[src/adcc_defs.svh]
// constants for the converter control and result register block
// Functional notes
// RULE1: left_justify_select high gives left-justified result, low gives right-justified.
// RULE2: justification change alters result presentation immediately, even mid-conversion.
// RULE3: input_gain_select written mid-conversion applies only once conversion completes.
// RULE4: codes 0-7 single-ended inputs; 11110 bandgap, 11111 ground; not differential.
// RULE5: codes 01000-11101 select differential pairs with gains per selection table.
// RULE6: converter_enable one enables; zero turns off and aborts running conversion.
// RULE7: start write begins conversion; free-running needs it only for the first.
// RULE8: first conversion after enable takes 25 converter clocks, later ones 13.
// RULE9: conversion_start reads one while converting; writing zero does nothing.
// RULE10: auto-trigger starts a conversion on each rising edge of selected trigger.
// RULE11: done flag sets when conversion finishes and result registers are updated.
// RULE12: done flag cleared by interrupt vector acknowledge or by writing one.
// RULE13: interrupt requested while done flag, its enable and global enable are set.
// RULE14: divider codes 000/001 give 2, then 4 up to 128.
// RULE15: right justify: high byte holds bits 9:8 low, low byte bits 7:0.
// RULE16: left justify: high byte bits 9:2, low byte bits 1:0 in 7:6.
// RULE17: differential results are presented in two's complement form; the code passes the core result through unchanged for every input code.
// RULE18: after low byte read, result not updated until high byte read.
// RULE19: software reads low byte before high byte, or high byte alone.
// RULE20: reference_select chooses reference; mid-conversion change applies after completion.
// RULE21: trigger_source_select zero is free running; switching to it makes no trigger.
// RULE22: free running restarts conversion right after each completion while enabled.
`ifndef ADCC_DEFS_SVH
`define ADCC_DEFS_SVH
`define ADCC_OFF_SELECT 12'h000
`define ADCC_OFF_CTRL 12'h004
`define ADCC_OFF_RES_LOW 12'h008
`define ADCC_OFF_RES_HIGH 12'h00C
`define ADCC_OFF_TRIG 12'h010
`define ADCC_RESET_BYTE 8'h00
`define ADCC_BIT_ENABLE 7
`define ADCC_BIT_START 6
`define ADCC_BIT_AUTO 5
`define ADCC_BIT_DONE 4
`define ADCC_BIT_IRQ_EN 3
`define ADCC_BIT_LEFT 5
`define ADCC_FIRST_CYCLES 25
`define ADCC_NORMAL_CYCLES 13
`define ADCC_SAMPLE_CYCLE 1
`endif

[src/adcc_pkg.sv]
// types for the converter control and result register block
package adcc_pkg;
    typedef enum logic [1:0] {
        ADCC_IDLE = 2'b00,
        ADCC_CONV = 2'b01,
        ADCC_DONE = 2'b11
    } adcc_state_t;
    typedef struct packed {
        logic [1:0] reference_select;
        logic [4:0] input_gain_select;
        logic differential;
        logic bandgap;
        logic ground;
        logic [2:0] pos_input;
        logic [1:0] neg_input;
        logic [1:0] gain_code;
    } adcc_analog_sel_t;
endpackage
[src/adcc_ctrl.sv]
// converter control, prescaler, conversion sequencer and result registers
//
// Our own choices: the register offsets and the APB interface to the registers.
`timescale 1ns/1ps
`include "adcc_defs.svh"
module adcc_ctrl
    import adcc_pkg::*;
#(
    parameter int RES_W = 10
) (
    input wire logic i_ref_clk,
    input wire logic i_resetn,
    input wire logic i_clk_en,
    input wire logic psel,
    input wire logic penable,
    input wire logic pwrite,
    input wire logic [11:0] paddr,
    input wire logic [31:0] pwdata,
    output logic [31:0] prdata,
    output logic pready,
    output logic pslverr,
    input wire logic [7:1] i_trigger_sources,
    input wire logic i_global_irq_enable,
    input wire logic i_irq_vector_ack,
    input wire logic [RES_W-1:0] i_core_result,
    output adcc_analog_sel_t o_analog_sel,
    output logic o_core_clk_tick,
    output logic o_core_sample,
    output logic o_core_enable,
    output logic o_conv_irq
);
    logic [7:0] sel_reg;
    logic [7:0] trig_reg;
    logic conv_enable;
    logic conv_running;
    logic auto_enable;
    logic done_flag;
    logic irq_enable;
    logic [2:0] div_select;
    logic [6:0] presc_cnt;
    logic [4:0] cyc_cnt;
    logic first_pending;
    logic [RES_W-1:0] result;
    logic [RES_W-1:0] pending_result;
    logic pending_valid;
    logic read_lock;
    logic [1:0] act_ref;
    logic [4:0] act_mux;
    logic [7:1] src_meta;
    logic [7:1] src_sync;
    logic enable_next;
    logic trig_prev;
    logic [7:0] trig_sync_in;
    adcc_state_t state;
    adcc_state_t next_state;
    logic [7:0] sel_byte;
    logic [7:0] ctrl_byte;
    logic [7:0] res_low;
    logic [7:0] res_high;
    logic [7:0] rd_byte;
    logic [6:0] div_top;
    logic tick;
    logic apb_write;
    logic apb_read;
    logic hit_sel;
    logic hit_ctrl;
    logic hit_low;
    logic hit_high;
    logic hit_trig;
    logic hit_any;
    logic wr_ctrl;
    logic start_write;
    logic trig_sel_level;
    logic trig_edge;
    logic free_running;
    logic start_req;
    logic [4:0] conv_len;
    logic conv_end;
    logic commit_result;
    logic [RES_W-1:0] done_result;
    logic done_set;
    logic done_clear;
    logic [4:0] sel_mux;

    // bus decode
    assign apb_write = psel && penable && pwrite;
    assign apb_read = psel && penable && !pwrite;
    assign hit_sel = (paddr == `ADCC_OFF_SELECT);
    assign hit_ctrl = (paddr == `ADCC_OFF_CTRL);
    assign hit_low = (paddr == `ADCC_OFF_RES_LOW);
    assign hit_high = (paddr == `ADCC_OFF_RES_HIGH);
    assign hit_trig = (paddr == `ADCC_OFF_TRIG);
    assign hit_any = hit_sel || hit_ctrl || hit_low || hit_high || hit_trig;
    assign pready = 1'b1;
    assign pslverr = psel && penable && !hit_any;
    assign wr_ctrl = apb_write && hit_ctrl && i_clk_en;

    // prescaler
    assign div_top = (div_select <= 3'd1) ? 7'd1 : 7'((8'd1 << div_select) - 8'd1); // RULE14
    assign tick = i_clk_en && conv_enable && (presc_cnt == div_top); // RULE14

    // trigger source select and edge detect
    assign trig_sync_in = {src_sync, done_flag};
    assign trig_sel_level = trig_sync_in[trig_reg[7:5]];
    assign free_running = (trig_reg[7:5] == 3'd0); // RULE21
    assign trig_edge = auto_enable && !free_running && trig_sel_level && !trig_prev; // RULE10

    // start written together with enable counts
    assign enable_next = wr_ctrl ? pwdata[`ADCC_BIT_ENABLE] : conv_enable; // RULE6 RULE8
    assign start_write = wr_ctrl && pwdata[`ADCC_BIT_START]; // RULE7 RULE9
    assign start_req = enable_next && (state != ADCC_CONV) && (start_write || trig_edge); // RULE7 RULE10
    assign conv_len = first_pending ? 5'(`ADCC_FIRST_CYCLES) : 5'(`ADCC_NORMAL_CYCLES); // RULE8
    assign conv_end = (state == ADCC_CONV) && tick && (cyc_cnt == conv_len - 5'd1);

    // result commit held off while low byte read is outstanding
    assign done_result = pending_valid ? pending_result : i_core_result;
    assign commit_result = i_clk_en && !read_lock && (conv_end || pending_valid); // RULE18
    assign done_set = commit_result; // RULE11
    assign done_clear = i_clk_en && ((wr_ctrl && pwdata[`ADCC_BIT_DONE]) || i_irq_vector_ack); // RULE12

    always_comb begin
        next_state = state;
        unique case (state)
            ADCC_IDLE: if (start_req) next_state = ADCC_CONV;
            ADCC_CONV: if (conv_end) next_state = ADCC_DONE;
            ADCC_DONE: begin
                if (auto_enable && free_running) begin
                    next_state = ADCC_CONV; // RULE22
                end else if (start_req) begin
                    next_state = ADCC_CONV;
                end else begin
                    next_state = ADCC_IDLE;
                end
            end
            default: next_state = ADCC_IDLE;
        endcase
        if (!enable_next) begin
            next_state = ADCC_IDLE; // RULE6
        end
    end

    // result presentation from live justification bit
    assign res_high = sel_reg[`ADCC_BIT_LEFT] ? result[9:2] : {6'h00, result[9:8]}; // RULE1 RULE2 RULE15 RULE16 RULE17
    assign res_low = sel_reg[`ADCC_BIT_LEFT] ? {result[1:0], 6'h00} : result[7:0]; // RULE1 RULE2 RULE15 RULE16
    assign sel_byte = sel_reg;
    assign ctrl_byte = {conv_enable, conv_running, auto_enable, done_flag, irq_enable, div_select}; // RULE9
    assign rd_byte = hit_sel ? sel_byte : hit_ctrl ? ctrl_byte : hit_low ? res_low :
        hit_high ? res_high : hit_trig ? {trig_reg[7:5], 5'h00} : 8'h00;
    assign o_conv_irq = done_flag && irq_enable && i_global_irq_enable; // RULE13

    // analog selection decode from the latched selection
    assign sel_mux = act_mux;
    always_comb begin
        o_analog_sel = '0;
        o_analog_sel.reference_select = act_ref; // RULE20
        o_analog_sel.input_gain_select = sel_mux;
        o_analog_sel.bandgap = (sel_mux == 5'h1E); // RULE4
        o_analog_sel.ground = (sel_mux == 5'h1F); // RULE4
        if (sel_mux[4:3] == 2'b00) begin
            o_analog_sel.pos_input = sel_mux[2:0]; // RULE4
        end else if (sel_mux[4:3] == 2'b01) begin
            o_analog_sel.differential = 1'b1; // RULE5
            o_analog_sel.pos_input = {1'b0, sel_mux[2], sel_mux[0]};
            o_analog_sel.neg_input = sel_mux[2] ? 2'd2 : 2'd0;
            o_analog_sel.gain_code = sel_mux[1] ? 2'd2 : 2'd1;
        end else if (sel_mux < 5'h1E) begin
            o_analog_sel.differential = 1'b1; // RULE5
            o_analog_sel.pos_input = sel_mux[2:0];
            o_analog_sel.neg_input = sel_mux[3] ? 2'd2 : 2'd1;
            o_analog_sel.gain_code = 2'd0;
        end
    end

    assign o_core_clk_tick = tick;
    assign o_core_sample = (state == ADCC_CONV) && tick && (cyc_cnt == 5'(`ADCC_SAMPLE_CYCLE));
    assign o_core_enable = conv_enable;

    always_ff @(posedge i_ref_clk or negedge i_resetn) begin
        if (!i_resetn) begin
            sel_reg <= `ADCC_RESET_BYTE;
            trig_reg <= `ADCC_RESET_BYTE;
            conv_enable <= 1'b0;
            auto_enable <= 1'b0;
            irq_enable <= 1'b0;
            div_select <= 3'd0;
        end else if (i_clk_en && apb_write) begin
            if (hit_sel) sel_reg <= pwdata[7:0];
            if (hit_trig) trig_reg <= {pwdata[7:5], 5'h00};
            if (hit_ctrl) begin
                conv_enable <= pwdata[`ADCC_BIT_ENABLE]; // RULE6
                auto_enable <= pwdata[`ADCC_BIT_AUTO];
                irq_enable <= pwdata[`ADCC_BIT_IRQ_EN];
                div_select <= pwdata[2:0];
            end
        end
    end

    always_ff @(posedge i_ref_clk or negedge i_resetn) begin
        if (!i_resetn) begin
            state <= ADCC_IDLE;
            presc_cnt <= 7'd0;
            cyc_cnt <= 5'd0;
            first_pending <= 1'b0;
            conv_running <= 1'b0;
            act_ref <= 2'd0;
            act_mux <= 5'd0;
        end else if (i_clk_en) begin
            state <= next_state;
            presc_cnt <= (!conv_enable || tick) ? 7'd0 : presc_cnt + 7'd1;
            if (wr_ctrl && pwdata[`ADCC_BIT_ENABLE] && !conv_enable) begin
                first_pending <= 1'b1; // RULE8
            end else if (conv_end) begin
                first_pending <= 1'b0;
            end
            if (next_state == ADCC_CONV && state != ADCC_CONV) begin
                cyc_cnt <= 5'd0;
            end else if (state == ADCC_CONV && tick) begin
                cyc_cnt <= cyc_cnt + 5'd1;
            end
            conv_running <= (next_state == ADCC_CONV); // RULE9
            if (state != ADCC_CONV) begin
                act_ref <= sel_reg[7:6]; // RULE20
                act_mux <= sel_reg[4:0]; // RULE3
            end
        end
    end

    always_ff @(posedge i_ref_clk or negedge i_resetn) begin
        if (!i_resetn) begin
            result <= '0;
            pending_result <= '0;
            pending_valid <= 1'b0;
            read_lock <= 1'b0;
            done_flag <= 1'b0;
        end else if (i_clk_en) begin
            if (commit_result) result <= done_result;
            if (conv_end && read_lock) begin
                pending_result <= i_core_result; // RULE18
                pending_valid <= 1'b1;
            end else if (commit_result) begin
                pending_valid <= 1'b0;
            end
            if (apb_read && hit_low) begin
                read_lock <= 1'b1; // RULE18 RULE19
            end else if (apb_read && hit_high) begin
                read_lock <= 1'b0;
            end
            if (done_set) begin
                done_flag <= 1'b1; // RULE11
            end else if (done_clear) begin
                done_flag <= 1'b0; // RULE12
            end
        end
    end

    // trigger synchroniser, edge detect
    always_ff @(posedge i_ref_clk or negedge i_resetn) begin
        if (!i_resetn) begin
            src_meta <= 7'h00;
            src_sync <= 7'h00;
            trig_prev <= 1'b0;
            prdata <= 32'h0000_0000;
        end else if (i_clk_en) begin
            src_meta <= i_trigger_sources;
            src_sync <= src_meta;
            trig_prev <= trig_sel_level;
            prdata <= (psel && !penable && !pwrite) ? 32'h0000_0000 : prdata;
            if (psel && !pwrite) begin
                prdata <= {24'h00_0000, rd_byte};
            end
        end
    end
endmodule // adcc_ctrl

[config.mk]
export PLATFORM = sky130hd
export DESIGN_NAME = adcc_ctrl
export DESIGN_NICKNAME = d
export VERILOG_FILES = /design/src/adcc_pkg.sv /design/src/adcc_ctrl.sv
export VERILOG_INCLUDE_DIRS = /design/src
export SDC_FILE = /design/constraint.sdc
export NUM_CORES = 1
export LEC_CHECK = 0
export ABC_AREA = 1
export BUFFER_PORTS_ARGS = -buffer_cell sky130_fd_sc_hd__buf_2
export CAP_MARGIN = 40
export CELL_PAD_IN_SITES_DETAIL_PLACEMENT = 2
export CELL_PAD_IN_SITES_GLOBAL_PLACEMENT = 2
export CORE_ASPECT_RATIO = 0.5
export CORE_UTILIZATION = 27
export DETAILED_ROUTE_END_ITERATION = 16
export PLACE_DENSITY = 0.83
export SLEW_MARGIN = 20
export SYNTH_ARGS = -nofsm -noshare
export SYNTH_HDL_FRONTEND = slang
export SYNTH_SLANG_ARGS = --single-unit
[constraint.sdc]
create_clock -name i_ref_clk -period 1.6 [get_ports i_ref_clk]
set_input_delay 0.08 -clock i_ref_clk [delete_from_list [all_inputs] [get_ports i_ref_clk]]
set_output_delay 0.08 -clock i_ref_clk [all_outputs]
set_load 0.01 [all_outputs]
* Yosys cells after proc, flatten, opt, wreduce, memory -nomap -nowiden
Cells that the tools add are included.
Word-level totals: register bits 110, latch bits 0, bits in writable memories 0, ROM bits 0, bits of input ports 69, output and inout port bits 55, memories kept 0
Cells by class: add/subtract/negate cells 4, multiply operators 0, divide/modulo/power cells 0, order comparisons 3, eq/ne operators 14, shift-type cells 1, mux-type cells 42, bitwise gates (word level) 0, reduce and logical (&&, ||, !) cells 71
Operators with widths (number):
- two-way mux 32 bit | 2
- two-way mux 8 bit | 7
- logical AND 1 bit | 34
- two-way mux 7 bit | 4
- equality test 12 x 4 -> 1 bit (second input constant) | 2
- AND reduction 2 bit | 12
- two-way mux 1 bit | 15
- two-way mux 5 bit | 3
- equality test 12 x 3 -> 1 bit (second input constant) | 1
- equality test 12 x 5 -> 1 bit (second input constant) | 1
- zero test 12 bit | 1
- two-way mux 2 bit | 6
- nonzero test 2 bit | 6
- equality test 5 bit (second input constant) | 2
- two-way mux 10 bit | 1
- logical OR 1 bit | 8
- adder 7 x 1 -> 7 bit (second input constant) | 1
- equality test 7 bit | 1
- zero test 1 bit | 7
- << shifter 1 x 3 -> 7 bit (first input constant) | 1
- subtractor 7 x 1 -> 7 bit (second input constant) | 1
- equality test 2 x 1 -> 1 bit (second input constant) | 3
- case mux 2 bit (3 select lines) | 1
- adder 5 x 1 -> 5 bit (second input constant) | 1
- other kinds (13) | 14

* Depth between registers and ports, before layout
depth in word-level cells 15, mapped depth 13

* Worst setup path before layout
Ideal clock, no wire load.
kind flip-flop to flip-flop, start point register cyc_cnt[0], end point register result[4], library setup time 123 ps, arrival 1526 ps, slack -49 ps, cell stages (with the launch flop) 11, path buffers 1, cell sequence dfrtp_1 > inv_1 > ha_1 > inv_1 > nor4_2 > nand4_4 > nand2_1 > nand2_2 > buf_6 > nand2_1 > o21ai_2
Between the ends: word-level cells in the longest chain between the ends 5
RTL lines:
- from (decl) | RTL line adcc_ctrl.sv:41 | logic [4:0] cyc_cnt;
- from (signal assigned) | RTL line adcc_ctrl.sv:218 | cyc_cnt <= cyc_cnt + 5'd1;
- equality test 5 bit | RTL line adcc_ctrl.sv:113 | assign conv_end = (state == ADCC_CONV) && tick && (cyc_cnt == conv_len - 5'd1);
- logical AND 1 bit | RTL line adcc_ctrl.sv:113
- logical OR 1 bit | RTL line adcc_ctrl.sv:117 | assign commit_result = i_clk_en && !read_lock && (conv_end || pending_valid);
- logical AND 1 bit | RTL line adcc_ctrl.sv:117
- AND reduction 2 bit (no line)
- to (signal assigned) | RTL line adcc_ctrl.sv:236 | if (commit_result) result <= done_result;
- to (decl) | RTL line adcc_ctrl.sv:43 | logic [RES_W-1:0] result;
Every way passes these cells. A chain may end at the register's enable or synchronous reset.

* Final worst setup path
start point register div_select[2], end point register result[5]
Between the ends: word-level cells in the longest chain between the ends 10, elaborated cells between the ends (all ways) 11, classes of those cells 1 x add/sub; 1 x order compare; 1 x eq/ne; 1 x shift; 1 x mux; 6 x reduce/logical
RTL lines:
- from (decl) | RTL line adcc_ctrl.sv:39 | logic [2:0] div_select;
- from (signal assigned) | RTL line adcc_ctrl.sv:193 | div_select <= pwdata[2:0];
- << shifter 1 x 3 -> 7 bit | RTL line adcc_ctrl.sv:99 | assign div_top = (div_select <= 3'd1) ? 7'd1 : 7'((8'd1 << div_select) - 8'd1);
- subtractor 7 x 1 -> 7 bit | RTL line adcc_ctrl.sv:99
- two-way mux 7 bit (*) | RTL line adcc_ctrl.sv:99
- equality test 7 bit (*) | RTL line adcc_ctrl.sv:100 | assign tick = i_clk_en && conv_enable && (presc_cnt == div_top);
- logical AND 1 bit (*) | RTL line adcc_ctrl.sv:100
- logical AND 1 bit (*) (2 in series) | RTL line adcc_ctrl.sv:113
- logical OR 1 bit (*) | RTL line adcc_ctrl.sv:117
- logical AND 1 bit (*) | RTL line adcc_ctrl.sv:117
- AND reduction 2 bit (no line) (*)
Every way passes the cells marked *; elsewhere a longest branch is shown, timed or not.

==> flow_summary.toml <==
[sta]
worst_slew_pin_slew_ns = 0.953
finalHoldViolCount = 3
post-route-min-period_ns = 2.09
period_share_pct = 131
hold_ws_ns = -0.0147
rsz0062_at_grt = "yes"
final-max-slew-violation-count = 0
fin_skew_ns = 0.0112
fmax_ghz = 0.479
relSlewSlack_pct = 36.3
fin_ws_ns = -0.489
setup_viol = 39

[synthesis]
yosysUniqueCellTypes = 40
synthTopCellsByArea = "dfrtp_1 45%, nand2_1 12%, inv_1 5.8%"
syn-cell-area_um2 = 4790
yosysTopAreaCellShare_pct = 44.9
avgSynthCellArea_um2 = 8.03
synth_edf_count = 0
async_flop_share_pct = 100
syn-instance-count = 597
yosys.area.top_type = "dfrtp_1"
synth_adder_area_share_pct = 1.04
synthSimpleGateAreaFrac_pct = 25.3
synth_top_family_by_area = "simple AND/OR/NAND/NOR gates"
synth-compound-area-share_pct = 14.1
synth_xor_area_share_pct = 1.10
yosysSeqAreaShare_pct = 44.9
synth_mux_area_share_pct = 1.30
ys_ff_latch = 86
synth_top_flop_cell = "dfrtp_1"
ys_warn_count = 0

[setup_path]
crit_fanout = 8
r2r_start = "div_select[2]"
required_ns = 1.88
rr_endpoint = "result[5]"
cp.buffers_inverters = 3
crit_family = "simple AND/OR/NAND/NOR gates"
crit_top_cell = "o21ai_2"
startpoint = "div_select[2]"
endpoint_kind = "flip-flop"
slowest_stage = "dfrtp_2"
worstSetupPathType = "reg -> reg"
path_cells = "nand2_4 -> inv_2 -> o21ai_2 -> o21ai_2 -> nor2_4 -> buf_6 -> nand4_4 -> nand2_4 -> nand2_8 -> buf_6 -> o21ai_2"
rr_worst_depth = 11
cpPeakStageDelay_ns = 0.48
crit_arrival_ns = 2.37
startpoint_type = "flip-flop"
ff2ff_setup_slack_ns = -0.49

[global_routing]
antenna_found_initial = 0
grt_max_degree = 48
gr-total-overflow = 0
grt_use_total_pct = 23.6
grt_first_pass_wirelength_um = 32400
grt_pass1_vias = 5415

[min_path]
hold_depth = 3
min_to = "pending_result[0]"
min_from = "i_core_result[0]"
hp-class = "in -> reg"

[layout]
final_cell_count_no_fill = 999
layout_common_cells = "134 x nand2_1, 82 x dfrtp_1, 72 x buf_2"
nNetsFinal = 833
reg_top3 = "pending_result (10), result (10)"
layout-drive-gt1-share_pct = 36.3
num_antenna_cells = 0
final_common_cell = "nand2_1"
postLayoutCoreUtil_pct = 38.7
area_growth_pct = 40.2

[floorplan]
die_w_um = 190
coreArea_um2 = 17400
die_h_um = 96.2
io_pins = 124
num_rows = 34
start_util_pct = 27.6
dieArea_um2 = 18300

[clock_tree]
root_buffer = "clkbuf_16"
htree_levels = 3
cts_made_buffers = 9
cts_sinks = 86
clockBufferDepth = 2
clkSlewWorstSetupHoldPaths_ns = 0.08
worstSkewPairLatency_ns = 0.37
cts_tree = "built"

[pwr]
leakagePower_uw = 0.00341
p_total_uw = 5140
cellPowerDensity_nw_per_um2 = 766
ir_worst_vdd_v = 0.000540

[status]
violations = "negative hold slack, negative setup slack"
status = "complete, but fails checks"

[job]
cap_violations = 0

[detailed_routing]
wirelength_um = 24200
postRouteAntennaNets = 0
wire_per_inst_um = 24.2
vias = 5045
route.detailed.drc = 0
via_per_inst = 5.05
first_iter_violations = 382
dr.pass1.iters = 5

[place]
place_hpwl_um = 12500
port_buffers = 74
finalWeightedCongestion = 0.840
dp.cells = 957
dp_worst_setup_slack_ns = -0.416
[worst max path at each step]
| stage | endpoint | slack (ns) | depth (start not counted) |
|---|---|---|---|
| floorplan | result[4] | 0.04 | 11 |
| global placement | result[4] | -0.24 | 10 |
| detailed placement | result[8] | -0.42 | 10 |
| CTS | o_core_sample | -0.46 | 10 |
| global route | cyc_cnt[2] | -0.58 | 11 |
| finish | result[5] | -0.49 | 11 |
[worst reg2reg max path: cells and delay by family (launching register included)]
family,cells,cell delay [ns]
flops,1,0.48
buf+inv,3,0.38
compound gates,3,0.42
simple gates,5,0.74
[logic make-up after synthesis]
| family | after synthesis |
|---|---|
| fa+ha+maj | 4 |
| xor+xnor | 6 |
| mux | 6 |
| compound gates | 107 |
| simple gates | 265 |
| other cells | 2 |
| flops | 86 |
| buf+inv | 121 |
[per-stage QoR]
stage	area, µm²	TNS (ns)
floorplan	4890	0
global placement	5840	-7.02
finish	6720	-15.84
CTS	6450	-12.97
global route	6720	-18.65
detailed placement	5840	-12.34
[where the power goes]
group / switching, µW / internal (µW)
sequential: 79.2 / 2250
clock: 1050 / 1230
combinational: 359 / 179
[repair_timing]
| item | CTS | global route |
|---|---|---|
| hold buffers | 10 | 0 |
| setup endpoints to repair | 40 | 58 |
| pin swaps | 5 | 11 |
| hold endpoints to repair | 32 | 0 |
| gates cloned | 1 | 3 |
| resized for setup | 44 | 42 |
| buffers inserted | 5 | 7 |
[layer usage]
| layer | global-route usage (%) | vias to the layer above | wire, µm |
|---|---|---|---|
| met5 | 0 | - | 0 |
| met3 | 4.59 | 92 | 1310 |
| li1 | - | 2183 | - |
| met2 | 42.6 | 221 | 11900 |
| met1 | 28.2 | 2549 | 9840 |
| met4 | 8.73 | 0 | 1110 |
[area by class of cell]
type / count / area [µm²]
fill: 1956 / 10600
tap: 234 / 293
timing repair buffer: 168 / 1240
clock buffer: 10 / 229
clock inverter: 6 / 70.1
multi-input combinational: 414 / 2420
inverter: 81 / 314
sequential: 86 / 2160
[synth_stat cells (2+ instances only)]
cell type    n
o21ai_1     10
a21oi_1     15
buf_6        4
mux2_2       2
buf_4       26
nand3b_1     2
o221ai_1     3
xor2_1       6
o2111ai_1    3
inv_2        7
nand3_1     24
nand2_2     15
conb_1       2
clkbuf_1     9
ha_1         4
nor2_2       5
nand2_1    149
nand3_2      2
mux2i_1      4
nor2_1      43
o21a_1       2
nand4_1      7
o31ai_1      2
o22ai_1      3
nor2_4       5
inv_1       74
o21ai_0     42
dfrtp_1     86
o21ai_2     21
o211ai_1     4
nor3_1       7
Power figures use the tool's default switching activity.
